===== src/kml_pkg.sv =====
package kml_pkg;

  // ----------------------------------------------------------------
  // Link byte codes
  // ----------------------------------------------------------------
  localparam logic [7:0] HARD_RESET_CODE        = 8'hFF;
  localparam logic [7:0] RESET_ACK_ONE          = 8'hFE;
  localparam logic [7:0] RESET_ACK_TWO          = 8'hFD;
  localparam logic [7:0] ID_REQUEST             = 8'h20;
  localparam logic [7:0] NULL_COMMAND           = 8'h21;
  localparam logic [7:0] MOUSE_POSITION_REQUEST = 8'h22;
  localparam logic [7:0] BYTE_ACK               = 8'h3F;
  localparam logic [3:0] FINAL_ACK_HI           = 4'h3;
  localparam logic [3:0] ECHO_REQUEST_HI        = 4'h4;
  localparam logic [3:0] ECHO_REPLY_HI          = 4'hE;
  localparam logic [3:0] KEY_DOWN_CODE          = 4'hD - 4'h1;
  localparam logic [3:0] KEY_UP_CODE            = 4'hD;
  localparam logic [4:0] LAMP_SET_HI            = 5'h00;
  localparam logic [1:0] ID_REPLY_HI            = 2'h2;

  // ----------------------------------------------------------------
  // Field positions, limits, reset values
  // ----------------------------------------------------------------
  localparam int         MODE_SCAN_BIT  = 0;
  localparam int         MODE_MOUSE_BIT = 1;
  localparam int         KEY_BITS       = 112;
  localparam logic [6:0] MOUSE_MAX      = 7'h3F;
  localparam logic [6:0] MOUSE_MIN      = 7'h40;
  localparam logic [2:0] LAMPS_RST      = 3'h0;

  // ----------------------------------------------------------------
  // Timing
  // ----------------------------------------------------------------
  localparam int CLK_FREQ_MHZ = 125;
  localparam int DEBOUNCE_US  = 5000;
  localparam int DEBOUNCE_CYC = DEBOUNCE_US * CLK_FREQ_MHZ;

  // ----------------------------------------------------------------
  // Types
  // ----------------------------------------------------------------
  typedef enum logic [2:0] {
    ST_SEND_HARD_RESET_CODE, ST_WAIT_HARD_RESET_CODE, ST_WAIT_RESET_ACK_ONE, ST_WAIT_RESET_ACK_TWO,
    ST_WAIT_MODE, ST_IDLE, ST_WAIT_BACK, ST_WAIT_FINAL
  } kml_state_e;

  typedef struct packed {
    logic [2:0] btn;
    logic       y_b;
    logic       y_a;
    logic       x_b;
    logic       x_a;
  } kml_mouse_pins_s;

  typedef struct packed {
    logic scroll;
    logic num;
    logic caps;
  } kml_lamps_s;

  typedef struct packed {
    kml_state_e             state;
    logic [1:0][7:0]        tx_mem;
    logic                   tx_rd;
    logic                   tx_wr;
    logic [1:0]             tx_cnt;
    logic [KEY_BITS-1:0]    ks1;
    logic [KEY_BITS-1:0]    ks2;
    logic [KEY_BITS-1:0]    ks3;
    logic [KEY_BITS-1:0]    keys;
    logic [7:0]             as1;
    logic [7:0]             as2;
    logic [7:0]             as3;
    logic [7:0]             aux;
    logic [2:0]             btn;
    logic [2:0][19:0]       db_cnt;
    logic [127:0]           flags;
    logic [6:0]             idx;
    logic                   scan_en;
    logic                   mouse_en;
    logic                   id_pend;
    logic                   echo_pend;
    logic [3:0]             echo_data;
    logic                   mreq_pend;
    logic [7:0]             second;
    logic [6:0]             cnt_x;
    logic [6:0]             cnt_y;
    kml_lamps_s             lamps;
  } kml_st_s;

endpackage : kml_pkg


===== src/kml_keyboard_link.sv =====
`timescale 1ns/1ps
// Function
// - One down report per press, no auto-repeat, every change reported.
// - Next byte waits for acknowledge of previous, except hard reset.
// - Hard-reset code sent on power-on, user reset or protocol error.
// - After hard reset, any non hard-reset code resends hard reset.
// - Lamp states survive protocol resets; host sets them.
// - Scanning enabled only by ack_scan_only or ack_scan_and_mouse.
// - Key report: row byte then column byte, prefix down or up.
// - First report byte needs byte_ack, anything else is an error.
// - Second byte needs a final acknowledge, which sets the modes.
// - Final ack low bits: bit 0 scan enable, bit 1 mouse unsolicited.
// - Mouse report X then Y on request or when non-zero and enabled.
// - Counts copied to holding registers; counters restart from this cycle's step.
// - Mouse X needs byte_ack, Y a final ack, else error.
// - Key reports before mouse reports unless a counter hit a limit.
// - Scanning off ignores changes; held keys reported on resume.
// - Commands taken when idle or mid-report; hard reset restarts at once.
// - Replies wait for the exchange end; repeats give one reply.
// - Lamp command low three bits drive caps, num, scroll lamps.
// - Identity request answered with 10 and six-bit type code.
// - Echo request returns 1110 plus data; null command ignored.
// - Debounced mouse buttons reported as row 7 columns 0 to 2.
// - Quadrature phase changes count signed seven-bit up or down.
// - A counter at either limit freezes both until they are sent.
// - Restart clears mice, stops scan, keys up, echoes two acks.
module kml_keyboard_link #(
  parameter int unsigned P_DEBOUNCE_CYC = kml_pkg::DEBOUNCE_CYC,
  parameter logic [5:0]  P_KBD_TYPE     = 6'h00 // Arbitrary value
) (
  input  wire logic                     i_clk_sys,
  input  wire logic                     i_arst_n,
  input  wire logic [111:0]             i_key_raw,
  input  wire kml_pkg::kml_mouse_pins_s i_mouse,
  input  wire logic                     i_user_reset,
  input  wire logic                     i_rx_valid,
  input  wire logic [7:0]               i_rx_data,
  output logic                          o_rx_ready,
  output logic                          o_tx_valid,
  output logic [7:0]                    o_tx_data,
  input  wire logic                     i_tx_ready,
  output kml_pkg::kml_lamps_s           o_lamps,
  output logic                          o_scan_enabled,
  output logic                          o_mouse_enabled
);

  // ----------------------------------------------------------------
  // Functions
  // ----------------------------------------------------------------
  // Position in the counting sequence 11, 10, 00, 01
  function automatic logic [1:0] quad_pos(input logic [1:0] ab);
    logic [1:0] p;
    p = 2'h0;
    unique case (ab)
      2'b11: p = 2'h0;
      2'b10: p = 2'h1;
      2'b00: p = 2'h2;
      2'b01: p = 2'h3;
    endcase
    return p;
  endfunction : quad_pos

  // Step of +1, -1 or 0 between two phase pairs
  function automatic logic [6:0] quad_step(input logic [1:0] old_ab,
                                           input logic [1:0] new_ab);
    logic [1:0] d;
    d = quad_pos(new_ab) - quad_pos(old_ab);
    if (d == 2'h1)
      return 7'h01;
    else if (d == 2'h3)
      return 7'h7F;
    return 7'h00;
  endfunction : quad_step

  // Counter at its positive or negative limit
  function automatic logic at_limit(input logic [6:0] c);
    return (c == kml_pkg::MOUSE_MAX) || (c == kml_pkg::MOUSE_MIN);
  endfunction : at_limit

  // Take the third stage once second and third agree
  function automatic logic [7:0] agree(input logic [7:0] s2,
                                       input logic [7:0] s3,
                                       input logic [7:0] old);
    return (~(s2 ^ s3) & s3) | ((s2 ^ s3) & old);
  endfunction : agree

  // Final acknowledge code
  function automatic logic is_final(input logic [7:0] b);
    return (b[7:4] == kml_pkg::FINAL_ACK_HI) && (b[3:2] == 2'h0);
  endfunction : is_final

  kml_pkg::kml_st_s st;
  kml_pkg::kml_st_s next_st;

  logic         rx_fire;
  logic         pop;
  logic         push;
  logic [7:0]   push_data;
  logic         locked;
  logic [6:0]   mv_x;
  logic [6:0]   mv_y;
  logic [127:0] cur;
  logic         cur_bit;
  logic [3:0]   key_pre;

  // ----------------------------------------------------------------
  // Byte link handshakes
  // ----------------------------------------------------------------
  // Receive only while the buffer can take a reply
  assign o_rx_ready      = !st.tx_cnt[1];
  assign rx_fire         = i_rx_valid && o_rx_ready;
  assign o_tx_valid      = (st.tx_cnt != 2'h0);
  assign o_tx_data       = st.tx_mem[st.tx_rd];
  assign pop             = o_tx_valid && i_tx_ready;
  assign o_lamps         = st.lamps;
  assign o_scan_enabled  = st.scan_en;
  assign o_mouse_enabled = st.mouse_en;

  // Live key image, mouse buttons at row 7
  assign cur     = {13'h0000, st.btn, st.keys};
  assign cur_bit = cur[st.idx];
  assign key_pre = cur_bit ? kml_pkg::KEY_DOWN_CODE
                           : kml_pkg::KEY_UP_CODE;
  assign locked  = at_limit(st.cnt_x) || at_limit(st.cnt_y);

  // ----------------------------------------------------------------
  // Next state
  // ----------------------------------------------------------------
  always_comb begin
    next_st   = st;
    push      = 1'b0;
    push_data = 8'h00;

    // Input synchronisers
    next_st.ks1  = i_key_raw;
    next_st.ks2  = st.ks1;
    next_st.ks3  = st.ks2;
    next_st.keys = (~(st.ks2 ^ st.ks3) & st.ks3)
                 | ((st.ks2 ^ st.ks3) & st.keys);
    next_st.as1  = {i_user_reset, i_mouse};
    next_st.as2  = st.as1;
    next_st.as3  = st.as2;
    next_st.aux  = agree(st.as2, st.as3, st.aux);

    // Button debounce on the agreed levels
    for (int i = 0; i < 3; i++) begin
      if (st.aux[4+i] == st.btn[i]) begin
        next_st.db_cnt[i] = 20'h0_0000;
      end else if (st.db_cnt[i] == 20'(P_DEBOUNCE_CYC - 1)) begin
        next_st.btn[i]    = st.aux[4+i];
        next_st.db_cnt[i] = 20'h0_0000;
      end else begin
        next_st.db_cnt[i] = st.db_cnt[i] + 20'h0_0001;
      end
    end

    // Quadrature counting, frozen at a limit
    // Pairs are ordered (phase a, phase b), so a goes to the high bit
    mv_x = locked ? 7'h00 : quad_step({st.aux[0], st.aux[1]},
                                      {next_st.aux[0], next_st.aux[1]});
    mv_y = locked ? 7'h00 : quad_step({st.aux[2], st.aux[3]},
                                      {next_st.aux[2], next_st.aux[3]});
    next_st.cnt_x = st.cnt_x + mv_x;
    next_st.cnt_y = st.cnt_y + mv_y;

    // Protocol
    if (rx_fire) begin
      if (i_rx_data == kml_pkg::HARD_RESET_CODE) begin
        // Restart at once from any state
        next_st.scan_en   = 1'b0;
        next_st.mouse_en  = 1'b0;
        next_st.flags     = 128'h0;
        next_st.cnt_x     = 7'h00;
        next_st.cnt_y     = 7'h00;
        next_st.id_pend   = 1'b0;
        next_st.echo_pend = 1'b0;
        next_st.mreq_pend = 1'b0;
        push              = 1'b1;
        push_data         = kml_pkg::HARD_RESET_CODE;
        next_st.state     = kml_pkg::ST_WAIT_RESET_ACK_ONE;
      end else begin
        unique case (st.state)
          kml_pkg::ST_SEND_HARD_RESET_CODE: begin
            next_st.state = kml_pkg::ST_SEND_HARD_RESET_CODE;
          end
          kml_pkg::ST_WAIT_HARD_RESET_CODE: begin
            next_st.state = kml_pkg::ST_SEND_HARD_RESET_CODE;
          end
          kml_pkg::ST_WAIT_RESET_ACK_ONE: begin
            if (i_rx_data == kml_pkg::RESET_ACK_ONE) begin
              push          = 1'b1;
              push_data     = kml_pkg::RESET_ACK_ONE;
              next_st.state = kml_pkg::ST_WAIT_RESET_ACK_TWO;
            end else begin
              next_st.state = kml_pkg::ST_SEND_HARD_RESET_CODE;
            end
          end
          kml_pkg::ST_WAIT_RESET_ACK_TWO: begin
            if (i_rx_data == kml_pkg::RESET_ACK_TWO) begin
              push          = 1'b1;
              push_data     = kml_pkg::RESET_ACK_TWO;
              next_st.state = kml_pkg::ST_WAIT_MODE;
            end else begin
              next_st.state = kml_pkg::ST_SEND_HARD_RESET_CODE;
            end
          end
          kml_pkg::ST_WAIT_MODE: begin
            if (is_final(i_rx_data)) begin
              next_st.scan_en  = i_rx_data[kml_pkg::MODE_SCAN_BIT];
              next_st.mouse_en = i_rx_data[kml_pkg::MODE_MOUSE_BIT];
              next_st.state    = kml_pkg::ST_IDLE;
            end else begin
              next_st.state = kml_pkg::ST_SEND_HARD_RESET_CODE;
            end
          end
          kml_pkg::ST_IDLE, kml_pkg::ST_WAIT_BACK,
          kml_pkg::ST_WAIT_FINAL: begin
            if (i_rx_data[7:3] == kml_pkg::LAMP_SET_HI) begin
              next_st.lamps = i_rx_data[2:0];
            end else if (i_rx_data == kml_pkg::NULL_COMMAND) begin
              next_st.state = st.state;
            end else if (i_rx_data == kml_pkg::ID_REQUEST) begin
              next_st.id_pend = 1'b1;
            end else if (i_rx_data == kml_pkg::MOUSE_POSITION_REQUEST) begin
              next_st.mreq_pend = 1'b1;
            end else if (i_rx_data[7:4] == kml_pkg::ECHO_REQUEST_HI) begin
              next_st.echo_pend = 1'b1;
              next_st.echo_data = i_rx_data[3:0];
            end else if (st.state == kml_pkg::ST_WAIT_BACK &&
                         i_rx_data == kml_pkg::BYTE_ACK) begin
              push          = 1'b1;
              push_data     = st.second;
              next_st.state = kml_pkg::ST_WAIT_FINAL;
            end else if (st.state == kml_pkg::ST_WAIT_FINAL &&
                         is_final(i_rx_data)) begin
              next_st.scan_en  = i_rx_data[kml_pkg::MODE_SCAN_BIT];
              next_st.mouse_en = i_rx_data[kml_pkg::MODE_MOUSE_BIT];
              next_st.state    = kml_pkg::ST_IDLE;
            end else begin
              next_st.state = kml_pkg::ST_SEND_HARD_RESET_CODE;
            end
          end
        endcase
      end
    end else if (next_st.aux[7] && !st.aux[7]) begin
      next_st.state = kml_pkg::ST_SEND_HARD_RESET_CODE;
    end else if (!st.tx_cnt[1]) begin
      if (st.state == kml_pkg::ST_SEND_HARD_RESET_CODE) begin
        push          = 1'b1;
        push_data     = kml_pkg::HARD_RESET_CODE;
        next_st.state = kml_pkg::ST_WAIT_HARD_RESET_CODE;
      end else if (st.state == kml_pkg::ST_IDLE) begin
        // Replies wait here until the exchange has ended
        if (st.id_pend) begin
          push            = 1'b1;
          push_data       = {kml_pkg::ID_REPLY_HI, P_KBD_TYPE};
          next_st.id_pend = 1'b0;
        end else if (st.echo_pend) begin
          push              = 1'b1;
          push_data         = {kml_pkg::ECHO_REPLY_HI, st.echo_data};
          next_st.echo_pend = 1'b0;
        end else if (locked && (st.mouse_en || st.mreq_pend)) begin
          push              = 1'b1;
          push_data         = {1'b0, st.cnt_x};
          next_st.second    = {1'b0, st.cnt_y};
          next_st.cnt_x     = mv_x;
          next_st.cnt_y     = mv_y;
          next_st.mreq_pend = 1'b0;
          next_st.state     = kml_pkg::ST_WAIT_BACK;
        end else if (st.scan_en && cur_bit != st.flags[st.idx]) begin
          push                  = 1'b1;
          push_data             = {key_pre, 1'b0, st.idx[6:4]};
          next_st.second        = {key_pre, st.idx[3:0]};
          next_st.flags[st.idx] = cur_bit;
          next_st.idx           = st.idx + 7'h01;
          next_st.state         = kml_pkg::ST_WAIT_BACK;
        end else if (st.mreq_pend ||
                     (st.mouse_en &&
                      (st.cnt_x != 7'h00 || st.cnt_y != 7'h00))) begin
          push              = 1'b1;
          push_data         = {1'b0, st.cnt_x};
          next_st.second    = {1'b0, st.cnt_y};
          next_st.cnt_x     = mv_x;
          next_st.cnt_y     = mv_y;
          next_st.mreq_pend = 1'b0;
          next_st.state     = kml_pkg::ST_WAIT_BACK;
        end else begin
          next_st.idx = st.idx + 7'h01;
        end
      end
    end

    // Two-entry transmit buffer
    if (push) begin
      next_st.tx_mem[st.tx_wr] = push_data;
      next_st.tx_wr            = !st.tx_wr;
    end
    if (pop) begin
      next_st.tx_rd = !st.tx_rd;
    end
    next_st.tx_cnt = st.tx_cnt + {1'b0, push} - {1'b0, pop};
  end

  // ----------------------------------------------------------------
  // State register
  // ----------------------------------------------------------------
  always_ff @(posedge i_clk_sys or negedge i_arst_n) begin
    if (!i_arst_n) begin
      st       <= '0;
      st.state <= kml_pkg::ST_SEND_HARD_RESET_CODE;
      st.lamps <= kml_pkg::LAMPS_RST;
    end else begin
      st <= next_st;
    end
  end

endmodule : kml_keyboard_link


===== config.mk =====
export PLATFORM = sky130hd
export DESIGN_NAME = kml_keyboard_link
export DESIGN_NICKNAME = d
export VERILOG_FILES = /design/src/kml_pkg.sv /design/src/kml_keyboard_link.sv
export SDC_FILE = /design/constraint.sdc
export NUM_CORES = 1
export LEC_CHECK = 0
export ABC_AREA = 1
export BUFFER_PORTS_ARGS = -buffer_cell sky130_fd_sc_hd__buf_2
export CAP_MARGIN = 20
export CORE_ASPECT_RATIO = 0.75
export CORE_UTILIZATION = 40
export DETAILED_ROUTE_END_ITERATION = 8
export SLEW_MARGIN = 20
export SYNTH_ARGS = -nofsm -noshare
export SYNTH_HDL_FRONTEND = slang
export SYNTH_SLANG_ARGS = --single-unit
export TNS_END_PERCENT = 1

===== constraint.sdc =====
create_clock -name i_clk_sys -period 4.2 [get_ports i_clk_sys]
set_input_delay 0.84 -clock i_clk_sys [delete_from_list [all_inputs] [get_ports i_clk_sys]]
set_output_delay 0.84 -clock i_clk_sys [all_outputs]
set_load 0.005 [all_outputs]

# Word level (Yosys, flattened, before mapping)
# Index checks and enable logic that the tools add are counted.
[word_totals]
word_cells = 349
reg_bits = 735
[op_classes]
n_reduce_logical = 53
order_cmp = 5
n_addsub = 10
eq_ne = 76
muxes = 146
bitwise_logic = 25
[ops]
columns = ["operator", "n"]
rows = [
  ["2-to-1 mux 135 bit", 7],
  ["2-to-1 mux 128 bit", 3],
  ["bitwise AND 112 bit", 2],
  ["2-to-1 mux 23 bit", 8],
  ["2-to-1 mux 8 bit", 22],
  ["bitwise mux 128 bit", 1],
  ["2-to-1 mux 20 bit", 6],
  ["inverter 112 bit", 1],
  ["OR 112 bit", 1],
  ["XOR 112 bit", 1],
  ["2-to-1 mux 7 bit", 12],
  ["adder 20 x 1 -> 20 bit, second input constant", 3],
  ["equality test 20 bit, second input constant", 3],
  ["2-to-1 mux 3 bit", 20],
  ["2-to-1 mux 14 bit", 3],
  ["!= test 3 bit, second input constant", 13],
  ["2-to-1 mux 1 bit", 33],
  ["equality test 8 x 6 -> 1 bit, second input constant", 4],
  ["one-hot mux 2 bit (4 select lines)", 4],
  ["equality test 8 bit, second input constant", 3],
  ["2-to-1 mux 2 bit", 12],
  ["one-hot mux 8 bit (3 select lines)", 1],
  ["AND reduction 8 bit", 3],
  ["equality test 2 bit, second input constant", 10],
  ["59 further kinds", 139],
]

# Depth between registers and ports, before layout
[logic_depth]
depth_word = 23
depth_mapped = 26

# Least setup slack after synthesis
# Ideal clock, no wire load.
[synth_timing]
path_type = "flip-flop to flip-flop"
startpoint = "register st[233] in the netlist's numbering"
endpoint = "register st[15] in the netlist's numbering"
path_buffers = 0
stages_incl_launch_ff = 20
t_arrival_ps = 3414
synth_period_minus_slack_ps = 3479
required_time_ps = 4135
setup_ps = 65
slack_ps = 721
path_cell_list = "dfrtp_1 a21oi_1 nor2_1 inv_1 ha_1 inv_1 ha_1 or2_2 nor2_1 ha_1 a21oi_1 inv_1 a31oi_1 nor2_1 o21ai_0 nand2_1 xor2_1 o21ai_0 a31o_2 nand2_1"
[synth_rtl]
columns = ["item", "line", "source"]
rows = [
  ["from (decl)", "kml_keyboard_link.sv:92", "kml_pkg::kml_st_s st;"],
  ["from (signal assigned)", "kml_keyboard_link.sv:313", "st <= next_st;"],
]

==> flow_summary_export.csv <==
group,metric,value,unit
run_status,status,"finished, final reports clean",
worst_setup_path,path_buf_inv,3,
worst_setup_path,crit_required,4.74,ns
die,core_area,73900,um2
synth,ys_async_sr_fraction,100,%
worst_setup_path,startpoint,"st[34]",
clock_network,clockBufferDepth,3,
global_routing,grt_pass1_vias,20500,
clock_network,cts_num_sinks,735,
global_routing,grt_max_degree,129,
worst_setup_path,critPathKind,"register to register",
placement,io_buffers,146,
die,dieArea,76300,um2
timing,period_needed,3.86,ns
synth,synth_top_area_share,61.2,%
detailed_routing,wl_per_cell,15.9,um
synth,synthFlopType,"dfrtp_1",
global_routing,met3_usage,3.67,%
power_and_ir_drop,power_density,583,nW/um2
layout,drive_above_1_share,10.6,%
global_routing,gr-total-overflow,0,
worst_setup_path,ff2ff_setup_slack,0.34,ns
timing,relSlewSlack,28.9,%
synth,syn_nets,3375,
power_and_ir_drop,p_total,20200,uW
synth,synthCells,3209,
die,start_util,40.7,%
detailed_routing,viasPerCell,4.91,
layout,final_nets,3540,
layout,final_util,46.8,%
layout,areaGrowthSynthToFinish,15.0,%
detailed_routing,ant_nets,0,
worst_setup_path,crit_chain,"buf_4 -> buf_4 -> nor2_1 -> nor2_1 -> o21ai_0 -> nand2_1 -> nor2_1 -> nor2_1 -> nor2_1 -> nand2_1 -> nand2_1 -> nand2_1 -> nor2_1 -> nand2_1 -> nand3_4 -> nand2_1 -> nand2_1 -> nand2_1 -> nand2_1 -> ha_1 -> inv_1 -> ha_1 -> xnor2_1 -> xor2_1",
detailed_routing,drc,0,
detailed_routing,drtIter0Drc,1989,
synth,synth_area_leaders,"dfrtp_1 61%, nand2_1 11%, nor2_1 5.6%, maj3_1 3.8%, nand3_1 3.0%",
detailed_routing,via_count,21600,
worst_setup_path,rr_endpoint,"st[713]",
clock_network,ctsHtreeMaxLevel,3,
synth,synth_edf_count,0,
synth,synthTopCellsByCount,"898 x nand2_1, 735 x dfrtp_1, 447 x nor2_1, 207 x inv_1, 183 x nand3_1",
global_routing,grt.total_usage,18.8,%
placement,dp.cells,4266,
worst_setup_path,timing.rr.start,"st[34]",
timing,setup_slack,0.335,ns
detailed_routing,wirelength,70100,um
global_routing,met1_usage,28.5,%
worst_setup_path,cp_max_fo,31,
clock_network,cts-root-buf,"clkbuf_16",
die,fp-row-count,86,
synth,ys_types,46,
power_and_ir_drop,leakage,0.0173,uW
worst_setup_path,crit_arrival,4.41,ns
global_routing,antenna_found_initial,0,
clock_network,clk_latency,0.64,ns
global_routing,grt_pass1_wl,114000,um
worst_setup_path,slowest_delay,0.46,ns
timing,clock_skew,0.0283,ns
timing,drv_slew,0,
worst_setup_path,cp-start-kind,"register",
worst_setup_path,path_common_cell,"nand2_1",
clock_network,cts_hold_buf,0,
clock_network,postCtsSetupBuffers,0,
synth,ys_seq_area_share,61.2,%
synth,syn_area,30100,um2
timing,fmax,259,MHz
placement,pre_cts_ws,0.332,ns
worst_setup_path,r2r_cells,24,
timing,finalHoldViolCount,0,
layout,finalNonFillerCells,4399,
worst_setup_path,cp.depth,24,
layout,diodes,0,
die,fp.dieW,319,um
clock_network,tritoncts,"built",
synth,syn-mean-instance-area,9.37,um2
synth,yosysMostFrequentCell,"nand2_1",
synth,ys_ff_latch,735,
worst_setup_path,endpoint_kind,"register",
synth,yosys_warnings,0,
detailed_routing,dr.pass1.iters,5,
timing,rsz0062_at_grt,"no",
clock_network,cts_buffers,74,
timing,fin_setup_tns,0,ns
global_routing,top_usage_layer,"met1",
worst_setup_path,slowest_stage,"dfrtp_4",
placement,dp.final_hpwl,44600,um
clock_network,clkTransAtPathRegs,0.07,ns
min_path,hp-class,"primary input to asynchronous set/reset pin",
global_routing,grt_use_met2,27.3,%
die,chipHeight,239,um
timing,tightest_slew,1.06,ns
worst_setup_path,crit_family,"simple AND/OR/NAND/NOR gates",
timing,finalCritPeriodShare,92.0,%
die,ios,147,
synth,yosysTopAreaCell,"dfrtp_1",
timing,final-setup-viol-count,0,
power_and_ir_drop,ir_drop,0.000265,V
flow_run,maxCapViolCount,0,
placement,gp_congestion,0.870,
worst register-to-register path, delay by kind of cell (launching register included):
| kind | cells | cell delay (ns) |
|---|---|---|
| AND/OR/NAND/NOR | 16 | 1.63 |
| buffers and inverters | 3 | 0.77 |
| flip-flops | 1 | 0.46 |
| XOR/XNOR | 2 | 0.32 |
| adder cells (fa/ha/maj) | 2 | 0.50 |
| AO/OA/AOI/OAI | 1 | 0.13 |
what timing repair did:
| action | CTS | global route |
|---|---|---|
| endpoints found under the setup margin | 0 | 7 |
| hold endpoints to repair | 0 | 0 |
| resized for setup | 0 | 1 |
routing by layer:
| layer | vias to the layer above | share of wire [%] |
|---|---|---|
| met1 | 10300 | 50 |
| met5 | - | 0 |
| met3 | 99 | 5.9 |
| li1 | 10600 | - |
| met2 | 574 | 43 |
| met4 | 0 | 1.8 |
cells in the final DEF (no fill, tap or decap), drive strengths merged, types with 12 or more instances in the layout:
cell type,n
nor2,457
clkinv,17
o211ai,12
xor2,27
ha,32
clkbuf,102
maj3,115
buf,206
dfrtp,735
o21ai,212
nand2,900
nor3,40
nand3,184
nand4,19
a21oi,53
inv,215
a31oi,16
or2,12
area by class of cell:
class	instances	area [um2]
Fill cell	6897	39300
Tap cell	968	1210
Clock buffer	102	2090
Timing Repair Buffer	206	1380
Clock inverter	31	403
Multi-Input combinational cell	2141	10300
Inverter	216	813
Sequential cell	735	18400
worst max path at each step:
stage,endpoint,slack (ns)
floorplan,st[15],0.72
global placement,st[713],0.37
detailed placement,st[713],0.33
CTS,st[129],0.39
global route,st[12],0.04
finish,st[713],0.34
kinds of logic (layout without fill, tap and decap cells):
family | Yosys count | in the layout | synth area share [%]
buffers and inverters | 333 | 555 | 4.65
adders and majority gates | 149 | 149 | 5.29
DFF | 735 | 735 | 61.2
xor gates and xnor gates | 37 | 37 | 1.08
AOI/OAI and AO/OA | 317 | 317 | 5.68
muxes | 4 | 4 | 0.150
and+or+nand+nor | 1634 | 1634 | 22.0
where the power goes:
part / switching [uW] / leakage, uW / internal (uW)
Sequential: 415 / 0.00907 / 7620
Clock: 2820 / 0.00120 / 3950
Combinational: 3710 / 0.00700 / 1650
Total: 6940 / 0.0173 / 13200
metrics by stage:
step	hold WS [ns]	instance area, um2
2_1_floorplan	0.331	30100
3_3_place_gp	0.332	32100
3_5_place_dp	0.335	32100
4_1_cts	0.228	34600
5_1_grt	0.257	34600
6_report	0.233	34600
(Power assumes the default switching activity.)
